## config.mk

```make
export PLATFORM = sky130hd
export DESIGN_NAME = radio_state_transition_sequencer
export DESIGN_NICKNAME = d
export VERILOG_FILES = /design/src/logic/radio_seq_pkg.sv /design/src/logic/pin_sync.sv /design/src/logic/radio_state_transition_sequencer.sv
export VERILOG_INCLUDE_DIRS = /design/src /design/src/logic
export SDC_FILE = /design/constraint.sdc
export NUM_CORES = 1
export LEC_CHECK = 0
export BUFFER_PORTS_ARGS = -buffer_cell sky130_fd_sc_hd__buf_4
export CAP_MARGIN = 40
export CORE_ASPECT_RATIO = 1.4
export CORE_UTILIZATION = 45
export CTS_BUF_LIST = sky130_fd_sc_hd__clkbuf_8
export DETAILED_ROUTE_END_ITERATION = 16
export PLACE_DENSITY_LB_ADDON = 0.08
export SYNTH_ARGS = -nofsm -noshare
export SYNTH_HDL_FRONTEND = slang
export SYNTH_SLANG_ARGS = --single-unit
export TNS_END_PERCENT = 20
```

## constraint.sdc

```tcl
create_clock -name clk_sys_i -period 2.23 [get_ports clk_sys_i]
set_input_delay 0.446 -clock clk_sys_i [delete_from_list [all_inputs] [get_ports clk_sys_i]]
set_output_delay 0.446 -clock clk_sys_i [all_outputs]
set_load 0.01 [all_outputs]
```

## src/logic/radio_seq_regs.svh

```systemverilog
// Timing counts, state report codes and clock output rate codes of the sequencer.
`ifndef RADIO_SEQ_REGS_SVH
`define RADIO_SEQ_REGS_SVH

// ----------------------------------------------------------------------
// Clock and timing constants
// ----------------------------------------------------------------------
`define CLK_PERIOD_NS 10
`define T_DEEP_WAKE_US 360
`define T_RAMP_US 80
`define T_FAST_US 1
`define T_TX_START_US 16
`define T_TX_RETURN_US 32
`define T_RESET_WAKE_US 26
`define T_PON_IDLE_US 360
`define T_PON_IDLE_MAX_US 1000
`define CYC_DEEP_WAKE (`T_DEEP_WAKE_US * 1000 / `CLK_PERIOD_NS)
`define CYC_RAMP (`T_RAMP_US * 1000 / `CLK_PERIOD_NS)
`define CYC_FAST (`T_FAST_US * 1000 / `CLK_PERIOD_NS)
`define CYC_TX_START (`T_TX_START_US * 1000 / `CLK_PERIOD_NS)
`define CYC_TX_RETURN (`T_TX_RETURN_US * 1000 / `CLK_PERIOD_NS)
`define CYC_RESET_WAKE (`T_RESET_WAKE_US * 1000 / `CLK_PERIOD_NS)
`define CYC_PON_IDLE (`T_PON_IDLE_US * 1000 / `CLK_PERIOD_NS)
`define CYC_CAL 16
`define TIMER_W 17

// ----------------------------------------------------------------------
// State report codes
// ----------------------------------------------------------------------
`define REP_PON 5'h00
`define REP_TX 5'h02
`define REP_LISTEN 5'h06
`define REP_IDLE 5'h08
`define REP_SYNTH 5'h09
`define REP_SLEEP 5'h0F
`define REP_PREP 5'h10
`define REP_ACK_RX 5'h16
`define REP_RETRY_TX 5'h19
`define REP_PENDING 5'h1F

// ----------------------------------------------------------------------
// Clock output rate
// ----------------------------------------------------------------------
`define CLK_RATE_DEFAULT 3'h1
`define CLK_RATE_OFF 3'h0

`endif

```

## src/logic/radio_seq_pkg.sv

```systemverilog
// Types shared by the sequencer files.
package radio_seq_pkg;
   typedef enum logic [3:0] {
      CMD_NONE = 4'h0,
      CMD_IDLE = 4'h1,
      CMD_SYNTH = 4'h2,
      CMD_LISTEN = 4'h3,
      CMD_TX_GO = 4'h4,
      CMD_FORCE_IDLE = 4'h5,
      CMD_FORCE_SYNTH = 4'h6,
      CMD_PREP = 4'h7,
      CMD_RETRY_TX = 4'h8,
      CMD_ACK_RX = 4'h9
   } state_command_field_e;

   typedef enum logic [3:0] {
      ST_PON = 4'h0,
      ST_WAKE = 4'h1,
      ST_CAL = 4'h2,
      ST_IDLE = 4'h3,
      ST_RAMP = 4'h4,
      ST_SYNTH = 4'h5,
      ST_LISTEN = 4'h6,
      ST_TX_START = 4'h7,
      ST_TX = 4'h8,
      ST_TX_RETURN = 4'h9,
      ST_PREP = 4'hA,
      ST_DEEP = 4'hB,
      ST_SLEEP = 4'hC,
      ST_MOVE = 4'hD,
      ST_RETRY_TX = 4'hE,
      ST_ACK_RX = 4'hF
   } seq_state_e;

   typedef logic [4:0] report_t;
endpackage

```

## src/logic/pin_sync.sv

```systemverilog
// Two-flop synchroniser with rising and falling edge pulses.
`timescale 1ns/1ps
`default_nettype none
module pin_sync (
   input wire logic clk_sys_i,
   input wire logic reset_i,
   input wire logic pin_i,
   output logic level_o,
   output logic rise_o,
   output logic fall_o
);
   logic meta_r;
   logic sync_r;
   logic last_r;

   always_ff @(posedge clk_sys_i or posedge reset_i) begin
      if (reset_i) begin
         meta_r <= 1'b0;
         sync_r <= 1'b0;
         last_r <= 1'b0;
      end else begin
         meta_r <= pin_i;
         sync_r <= meta_r;
         last_r <= sync_r;
      end
   end

   assign level_o = sync_r;
   assign rise_o = sync_r & ~last_r;
   assign fall_o = ~sync_r & last_r;
endmodule
`default_nettype wire

```

## src/logic/radio_state_transition_sequencer.sv

```systemverilog
// State transition sequencer of the radio transceiver.
`timescale 1ns/1ps
`default_nettype none
`include "radio_seq_regs.svh"

// What this block does
// - Sleep pin low wakes deep power-down in 360us.
// - Clock output restarts at default rate after pin wake.
// - Filter calibration runs before idle is declared on wake or reset.
// - Ready command from idle ramps regulator 80us.
// - Listen from idle is reported at once.
// - Ready and listen swap anytime in 1us.
// - Pin rise or transmit-go in ready transmits after 16us.
// - Frame done event, 32us return, then ready.
// - Receive request during transmit ends in listen.
// - Reset restores defaults except clock rate bits.
// - Reset release outside sleep calibrates, idle after 26us.
// - Reset from sleep restarts oscillator and regulator.
// - Reset cancels any queued state command.
// - Idle command from power-on reaches idle 360us.
// - Force idle reaches idle in 1us, not sleeping.
// - Force ready reaches ready in 1us, restricted.
// - Retry-transmit and ack-receive entry take 1us.
// - Timing starts at end of command or edge.
// - Pending code reported while transition incomplete.
module radio_state_transition_sequencer (
   input wire logic clk_sys_i,
   input wire logic reset_i,
   input wire logic sleep_transmit_pin_i,
   input wire logic cmd_valid_i,
   input wire radio_seq_pkg::state_command_field_e cmd_i,
   input wire logic [2:0] clock_output_rate_bits_i,
   input wire logic clock_rate_write_i,
   input wire logic frame_sent_i,
   input wire logic synth_lock_i,
   output radio_seq_pkg::report_t state_report_field_o,
   output logic [2:0] clock_output_rate_bits_o,
   output logic crystal_oscillator_en_o,
   output logic digital_regulator_en_o,
   output logic analog_regulator_en_o,
   output logic filter_tuning_calibration_o,
   output logic tx_active_o,
   output logic frame_done_event_o,
   output logic synth_lock_event_o
);
   import radio_seq_pkg::*;

   // -------------------------------------------------------------------
   // Pin synchronisers
   // -------------------------------------------------------------------
   logic slp_level;
   logic slp_rise;
   logic slp_fall;
   logic lock_level;
   logic lock_rise;

   pin_sync u_slp_sync (
      .clk_sys_i(clk_sys_i),
      .reset_i(reset_i),
      .pin_i(sleep_transmit_pin_i),
      .level_o(slp_level),
      .rise_o(slp_rise),
      .fall_o(slp_fall)
   );

   pin_sync u_lock_sync (
      .clk_sys_i(clk_sys_i),
      .reset_i(reset_i),
      .pin_i(synth_lock_i),
      .level_o(lock_level),
      .rise_o(lock_rise),
      .fall_o()
   );

   // -------------------------------------------------------------------
   // Sequencer state
   // -------------------------------------------------------------------
   seq_state_e state_r;
   seq_state_e target_r;
   logic [`TIMER_W-1:0] timer_r;
   logic listen_after_tx_r;
   logic was_asleep_r;
   logic reset_seen_r;
   logic timer_done;
   logic rx_req;

   assign timer_done = (timer_r == '0);
   assign rx_req = cmd_valid_i &&
      (cmd_i == CMD_LISTEN || cmd_i == CMD_ACK_RX);

   // Records that the core came out of reset so the wake sequence runs.
   always_ff @(posedge clk_sys_i or posedge reset_i) begin
      if (reset_i) begin
         reset_seen_r <= 1'b1;
      end else begin
         reset_seen_r <= 1'b0;
      end
   end

   // Main transition engine; a reset drops any command in flight.
   always_ff @(posedge clk_sys_i or posedge reset_i) begin
      if (reset_i) begin
         state_r <= ST_PON;
         target_r <= ST_IDLE;
         timer_r <= '0;
         listen_after_tx_r <= 1'b0;
      end else if (reset_seen_r && was_asleep_r) begin
         state_r <= ST_WAKE;
         target_r <= ST_IDLE;
         timer_r <= `TIMER_W'(`CYC_DEEP_WAKE - `CYC_CAL);
      end else if (reset_seen_r) begin
         state_r <= ST_CAL;
         target_r <= ST_IDLE;
         timer_r <= `TIMER_W'(`CYC_RESET_WAKE);
      end else begin
         if (!timer_done) begin
            timer_r <= timer_r - `TIMER_W'(1);
         end
         unique case (state_r)
            ST_PON: begin
               if (cmd_valid_i && cmd_i == CMD_IDLE) begin
                  state_r <= ST_WAKE;
                  target_r <= ST_IDLE;
                  timer_r <= `TIMER_W'(`CYC_PON_IDLE - `CYC_CAL);
               end
            end
            ST_WAKE: begin
               if (timer_done) begin
                  state_r <= ST_CAL;
                  timer_r <= `TIMER_W'(`CYC_CAL);
               end
            end
            ST_CAL: begin
               if (timer_done) begin
                  state_r <= ST_IDLE;
               end
            end
            ST_DEEP, ST_SLEEP: begin
               if (slp_fall) begin
                  state_r <= ST_WAKE;
                  target_r <= ST_IDLE;
                  timer_r <= `TIMER_W'(`CYC_DEEP_WAKE - `CYC_CAL);
               end
            end
            ST_IDLE: begin
               if (cmd_valid_i && cmd_i == CMD_SYNTH) begin
                  state_r <= ST_RAMP;
                  target_r <= ST_SYNTH;
                  timer_r <= `TIMER_W'(`CYC_RAMP);
               end else if (cmd_valid_i && cmd_i == CMD_LISTEN) begin
                  state_r <= ST_LISTEN;
               end else if (cmd_valid_i && cmd_i == CMD_PREP) begin
                  state_r <= ST_MOVE;
                  target_r <= ST_PREP;
                  timer_r <= `TIMER_W'(`CYC_FAST);
               end else if (cmd_valid_i && cmd_i == CMD_FORCE_SYNTH) begin
                  state_r <= ST_MOVE;
                  target_r <= ST_SYNTH;
                  timer_r <= `TIMER_W'(`CYC_FAST);
               end
            end
            ST_PREP: begin
               if (cmd_valid_i && (cmd_i == CMD_IDLE ||
                   cmd_i == CMD_FORCE_IDLE)) begin
                  state_r <= ST_MOVE;
                  target_r <= ST_IDLE;
                  timer_r <= `TIMER_W'(`CYC_FAST);
               end else if (slp_rise) begin
                  state_r <= ST_DEEP;
               end
            end
            ST_RAMP, ST_MOVE: begin
               if (cmd_valid_i && cmd_i == CMD_FORCE_IDLE) begin
                  target_r <= ST_IDLE;
                  timer_r <= `TIMER_W'(`CYC_FAST);
               end else if (timer_done) begin
                  state_r <= target_r;
               end
            end
            ST_SYNTH, ST_LISTEN, ST_RETRY_TX, ST_ACK_RX: begin
               if (cmd_valid_i) begin
                  unique case (cmd_i)
                     CMD_SYNTH, CMD_FORCE_SYNTH: begin
                        state_r <= ST_MOVE;
                        target_r <= ST_SYNTH;
                        timer_r <= `TIMER_W'(`CYC_FAST);
                     end
                     CMD_LISTEN: begin
                        state_r <= ST_MOVE;
                        target_r <= ST_LISTEN;
                        timer_r <= `TIMER_W'(`CYC_FAST);
                     end
                     CMD_RETRY_TX: begin
                        state_r <= ST_MOVE;
                        target_r <= ST_RETRY_TX;
                        timer_r <= `TIMER_W'(`CYC_FAST);
                     end
                     CMD_ACK_RX: begin
                        state_r <= ST_MOVE;
                        target_r <= ST_ACK_RX;
                        timer_r <= `TIMER_W'(`CYC_FAST);
                     end
                     CMD_IDLE, CMD_FORCE_IDLE: begin
                        state_r <= ST_MOVE;
                        target_r <= ST_IDLE;
                        timer_r <= `TIMER_W'(`CYC_FAST);
                     end
                     CMD_TX_GO: begin
                        if (state_r == ST_SYNTH) begin
                           state_r <= ST_TX_START;
                           timer_r <= `TIMER_W'(`CYC_TX_START);
                        end
                     end
                     default: begin
                     end
                  endcase
               end else if (slp_rise && state_r == ST_SYNTH) begin
                  state_r <= ST_TX_START;
                  timer_r <= `TIMER_W'(`CYC_TX_START);
               end
            end
            ST_TX_START, ST_TX, ST_TX_RETURN: begin
               if (cmd_valid_i && cmd_i == CMD_FORCE_IDLE) begin
                  state_r <= ST_MOVE;
                  target_r <= ST_IDLE;
                  timer_r <= `TIMER_W'(`CYC_FAST);
                  listen_after_tx_r <= 1'b0;
               end else if (cmd_valid_i && cmd_i == CMD_FORCE_SYNTH) begin
                  state_r <= ST_MOVE;
                  target_r <= ST_SYNTH;
                  timer_r <= `TIMER_W'(`CYC_FAST);
                  listen_after_tx_r <= 1'b0;
               end else begin
                  if (rx_req) begin
                     listen_after_tx_r <= 1'b1;
                  end
                  if (state_r == ST_TX_START && timer_done) begin
                     state_r <= ST_TX;
                  end else if (state_r == ST_TX && frame_sent_i) begin
                     state_r <= ST_TX_RETURN;
                     timer_r <= `TIMER_W'(`CYC_TX_RETURN);
                  end else if (state_r == ST_TX_RETURN && timer_done) begin
                     state_r <= (listen_after_tx_r || rx_req) ? ST_LISTEN :
                        ST_SYNTH;
                     listen_after_tx_r <= 1'b0;
                  end
               end
            end
         endcase
      end
   end

   // Remembers whether a sleep state was left by reset; kept across reset.
   always_ff @(posedge clk_sys_i) begin
      if (!reset_i) begin
         was_asleep_r <= (state_r == ST_DEEP) || (state_r == ST_SLEEP);
      end
   end

   // -------------------------------------------------------------------
   // Clock output rate; not touched by reset
   // -------------------------------------------------------------------
   always_ff @(posedge clk_sys_i) begin
      if (state_r == ST_WAKE && was_asleep_r) begin
         clock_output_rate_bits_o <= `CLK_RATE_DEFAULT;
      end else if (state_r == ST_DEEP) begin
         clock_output_rate_bits_o <= `CLK_RATE_OFF;
      end else if (clock_rate_write_i) begin
         clock_output_rate_bits_o <= clock_output_rate_bits_i;
      end
   end

   // -------------------------------------------------------------------
   // Outputs
   // -------------------------------------------------------------------
   always_ff @(posedge clk_sys_i or posedge reset_i) begin
      if (reset_i) begin
         state_report_field_o <= `REP_PENDING;
      end else begin
         unique case (state_r)
            ST_PON: begin
               state_report_field_o <= reset_seen_r ? `REP_PENDING : `REP_PON;
            end
            ST_IDLE: state_report_field_o <= `REP_IDLE;
            ST_SYNTH: state_report_field_o <= `REP_SYNTH;
            ST_LISTEN: state_report_field_o <= `REP_LISTEN;
            ST_TX: state_report_field_o <= `REP_TX;
            ST_PREP: state_report_field_o <= `REP_PREP;
            ST_DEEP, ST_SLEEP: state_report_field_o <= `REP_SLEEP;
            ST_RETRY_TX: state_report_field_o <= `REP_RETRY_TX;
            ST_ACK_RX: state_report_field_o <= `REP_ACK_RX;
            default: state_report_field_o <= `REP_PENDING;
         endcase
      end
   end

   always_ff @(posedge clk_sys_i or posedge reset_i) begin
      if (reset_i) begin
         crystal_oscillator_en_o <= 1'b1;
         digital_regulator_en_o <= 1'b1;
         analog_regulator_en_o <= 1'b0;
         filter_tuning_calibration_o <= 1'b0;
         tx_active_o <= 1'b0;
         frame_done_event_o <= 1'b0;
         synth_lock_event_o <= 1'b0;
      end else begin
         crystal_oscillator_en_o <= (state_r != ST_DEEP);
         digital_regulator_en_o <= (state_r != ST_DEEP);
         analog_regulator_en_o <= !(state_r inside {ST_PON, ST_WAKE,
            ST_CAL, ST_IDLE, ST_PREP, ST_DEEP, ST_SLEEP});
         filter_tuning_calibration_o <= (state_r == ST_CAL);
         tx_active_o <= (state_r == ST_TX);
         frame_done_event_o <= (state_r == ST_TX) && frame_sent_i;
         synth_lock_event_o <= lock_rise && lock_level;
      end
   end
endmodule
`default_nettype wire

```

==> impl_metrics.json <==
{
  "gr-total-overflow": 0,
  "io_pins": 29,
  "drtIter0Drc": 306,
  "ys_ff_latch": 48,
  "endpoint_kind": "flop",
  "seqPwrFrac": 0.203,
  "ys_seq_area_frac": 0.3133,
  "total_power_mw": 6.775,
  "hpwl_um": 10950,
  "crit_fanout": 24,
  "maxCapViolations": 0,
  "path_delay_family": "simple AND/OR/NAND/NOR gates",
  "reg2reg_depth": 8,
  "gr-usage-met1": 0.3954,
  "tightest_slew_ns": 0.5643,
  "syn_nets": 483,
  "worstHoldPathType": "in -> async",
  "crit_chain": "buf_12 > buf_4 > nor4b_1 > a221oi_1 > a21oi_2 > or4_4 > nor4b_4 > o31ai_2",
  "clk_root_buffer_cell": "clkbuf_8",
  "min_period_over_period": 1.026,
  "grt_pass1_wl_um": 21890,
  "fin_cells": 719,
  "avgSynthCellArea_um2": 8.235,
  "worst_path_largest_cell_delay_ns": 0.56,
  "yosysUniqueCellTypes": 89,
  "cts_max_path_buffers": 2,
  "drt_pass1_iterations": 5,
  "globalplace.congestion": 1.059,
  "switching_power_mw": 2.871,
  "crit_required_ns": 2.43,
  "startpoint_type": "flop",
  "cts_buffers": 5,
  "grt_pass1_vias": 4320,
  "clock-sinks": 48,
  "violations": "setup timing",
  "nets": 633,
  "antenna_found_initial": 0,
  "cellLeakagePower_nw": 2.339,
  "grt_util_all_layers": 0.3259,
  "hold_violations": 0,
  "placed_cells": 708,
  "vias_per_cell": 5.979,
  "ant_nets": 0,
  "die_h_um": 111.3,
  "clock_skew_ns": 0.01750,
  "cp.arrival_ns": 2.49,
  "setup.worst_path.class": "reg -> reg",
  "setup_ws_ns": -0.05731,
  "clkPwrFrac": 0.116,
  "coreArea_mm2": 0.008198,
  "port_buffers": 28,
  "yosysWarnings": 0,
  "report.final.slew_viol_count": 0,
  "finalSetupViolations": 3,
  "ys.flop_type": "dfrtp_1",
  "clock_latency_ns": 0.32,
  "ir_drop_mv": 0.7248,
  "top_usage_layer": "met2",
  "rr_startpoint": "state_r[3]$_DFFE_PP0P_",
  "status": "finished with violations",
  "fp-row-count": 39,
  "r2r_setup_slack_ns": -0.06,
  "powerDensity_mw_per_mm2": 1244,
  "diodes": 0,
  "internal_power_mw": 3.905,
  "combinationalPowerShare": 0.681,
  "max_freq_ghz": 0.4372,
  "relSlewSlack": 0.6203,
  "die_area_mm2": 0.008906,
  "syn_to_final_growth_pct": 41.93,
  "syn-cell-area_mm2": 0.003837,
  "drt-total-wl_um": 14040,
  "clkSlewWorstSetupHoldPaths_ns": 0.11,
  "remaining_drc_errors": 0,
  "vias": 4299,
  "netSwitchingFraction": 0.4237,
  "min_period_ns": 2.287,
  "htree_levels": 2,
  "drive_above_1_share": 0.4052,
  "grt_use_met2": 0.5510,
  "postSynthCellCount": 466,
  "slowest_stage": "or4_4",
  "reg2reg_to": "state_r[0]$_DFFE_PP0P_",
  "wl_per_cell_um": 19.53,
  "cts_tree": "done",
  "grt_max_degree": 31,
  "rsz0062_at_grt": "true",
  "worst-path-buf-inv": 2,
  "grt_use_met3": 0.03951,
  "synth-edff-count": 1,
  "initial_core_util": 0.4681,
  "async_reset_ff_frac": 0.9167,
  "dieWidth_um": 80.05
}
-- cell usage in the layout (no fill, tap or decap), types with 4 or more instances in the layout --
master,n
a21oi_1,29
inv_1,7
o21ai_1,4
o21bai_1,4
clkbuf_8,5
o22ai_1,5
nand3_1,9
dfrtp_1,33
inv_2,4
a22oi_1,4
nor2b_1,12
mux2i_1,5
nor3_1,16
xor2_1,6
a221oi_1,5
xnor2_1,10
a31oi_1,4
o31ai_1,4
nor4_1,6
nand2b_1,5
buf_4,169
dfstp_2,9
nand3b_1,4
a21oi_2,4
a211oi_1,6
nand2_1,40
and2_1,5
o21ai_0,34
nor3b_1,5
nor2_1,40
-- timing repair --
item | 4_1_cts | 5_1_grt
setup buffers | 0 | 3
hold endpoints to repair | 0 | 0
pin swaps | 3 | 12
hold buffers | 0 | 0
gates resized for setup | 17 | 35
setup endpoints to repair | 22 | 22
-- state kept, by name (all words and copies together), names as in the netlist, 3 cells and up --
signal	cells
state_r	4
target_r	4
state_report_field_o	5
clock_output_rate_bits_o	3
timer_r	17
-- stage by stage --
step                      TNS (ns)  hold slack, ns  utilization  setup WS, ns  cell area [um2]
final                     -0.09591         0.08531       0.6644      -0.05731             5446
after CTS                  -0.1985         0.09379       0.6413      -0.06368             5258
after detailed placement    -1.711          0.3394       0.6186       -0.2151             5071
after global placement      -1.336          0.3350       0.6186       -0.1610             5071
after floorplan                  0          0.3312            -     0.0004383             3837
after global routing       -0.9303          0.1064       0.6644       -0.1523             5446
-- cells in the mapped netlist, drive strengths merged, types with 4 or more instances --
cell type / number / area, um2
inv: 11 / 41.29
nor3b: 7 / 52.55
o22ai: 6 / 37.54
and2: 8 / 51.31
mux2i: 5 / 50.05
or4: 4 / 33.78
dfstp: 9 / 236.5
o21ai: 39 / 195.2
o31ai: 5 / 37.54
xnor2: 10 / 87.58
nor4b: 5 / 65.06
a22oi: 4 / 30.03
nor2b: 13 / 81.33
a21oi: 34 / 173.9
nand3b: 4 / 30.03
clkbuf: 13 / 58.80
a211oi: 7 / 52.55
nand3: 10 / 50.05
nor2: 44 / 167.7
nand2b: 5 / 31.28
o21bai: 4 / 30.03
nor4: 9 / 71.32
nor3: 18 / 95.09
a221oi: 6 / 52.55
dfrtp: 35 / 875.8
a31oi: 4 / 25.02
nand2: 42 / 157.7
buf: 16 / 115.1
xor2: 6 / 52.55
-- metal layers --
layer | wire length [um] | vias up
li1 | - | 2040
met1 | 5618 | 2061
met2 | 7110 | 155
met3 | 660 | 43
met4 | 654 | 0
met5 | 0 | -
-- power by group through the flow --
| stage | sequential [mW] | combinational [mW] | clock [mW] |
|---|---|---|---|
| after floorplan | 1.38 | 2.25 | 0 |
| after global placement | 1.37 | 4.16 | 0 |
| after detailed placement | 1.38 | 4.20 | 0 |
| after CTS | 1.37 | 4.30 | 0.793 |
| after global routing | 1.40 | 4.96 | 0.829 |
| final | 1.38 | 4.61 | 0.789 |
-- worst max path at each step --
stage | start | cells after the start | slack (ns) | to
floorplan | timer_r[0]$_DFF_PP0_ | 9 | 0.0004 | state_r[0]$_DFFE_PP0P_
global placement | state_r[2]$_DFFE_PP0P_ | 10 | -0.16 | timer_r[13]$_DFF_PP0_
detailed placement | timer_r[0]$_DFF_PP0_ | 9 | -0.22 | timer_r[8]$_DFF_PP0_
CTS | timer_r[0]$_DFF_PP0_ | 8 | -0.06 | state_r[0]$_DFFE_PP0P_
global route | state_r[3]$_DFFE_PP0P_ | 8 | -0.15 | state_r[0]$_DFFE_PP0P_
finish | state_r[3]$_DFFE_PP0P_ | 8 | -0.06 | state_r[0]$_DFFE_PP0P_
-- final cells by class --
cell class | instances | area (um2)
Inverter | 12 | 45.04
Clock buffer | 5 | 68.82
Clock inverter | 3 | 68.82
Sequential cell | 48 | 1205
Fill cell | 717 | 2751
Tap cell | 102 | 127.6
Multi-Input combinational cell | 376 | 2600
Timing Repair Buffer | 173 | 1331
-- logic make-up (layout without fill, tap and decap cells) --
| kind of cell | after synthesis | after routing | share of synthesized area |
|---|---|---|---|
| other | 1 | 1 | 0.0009772 |
| flip-flops | 48 | 48 | 0.3133 |
| multiplexers | 6 | 6 | 0.01598 |
| AO/OA/AOI/OAI | 153 | 153 | 0.2706 |
| AND/OR/NAND/NOR | 197 | 197 | 0.2935 |
| XOR/XNOR | 16 | 16 | 0.03652 |
| buffers and inverters | 42 | 193 | 0.05934 |
| adder cells (fa/ha/maj) | 3 | 3 | 0.009783 |
Note: power is estimated with default switching activity, not from simulation.
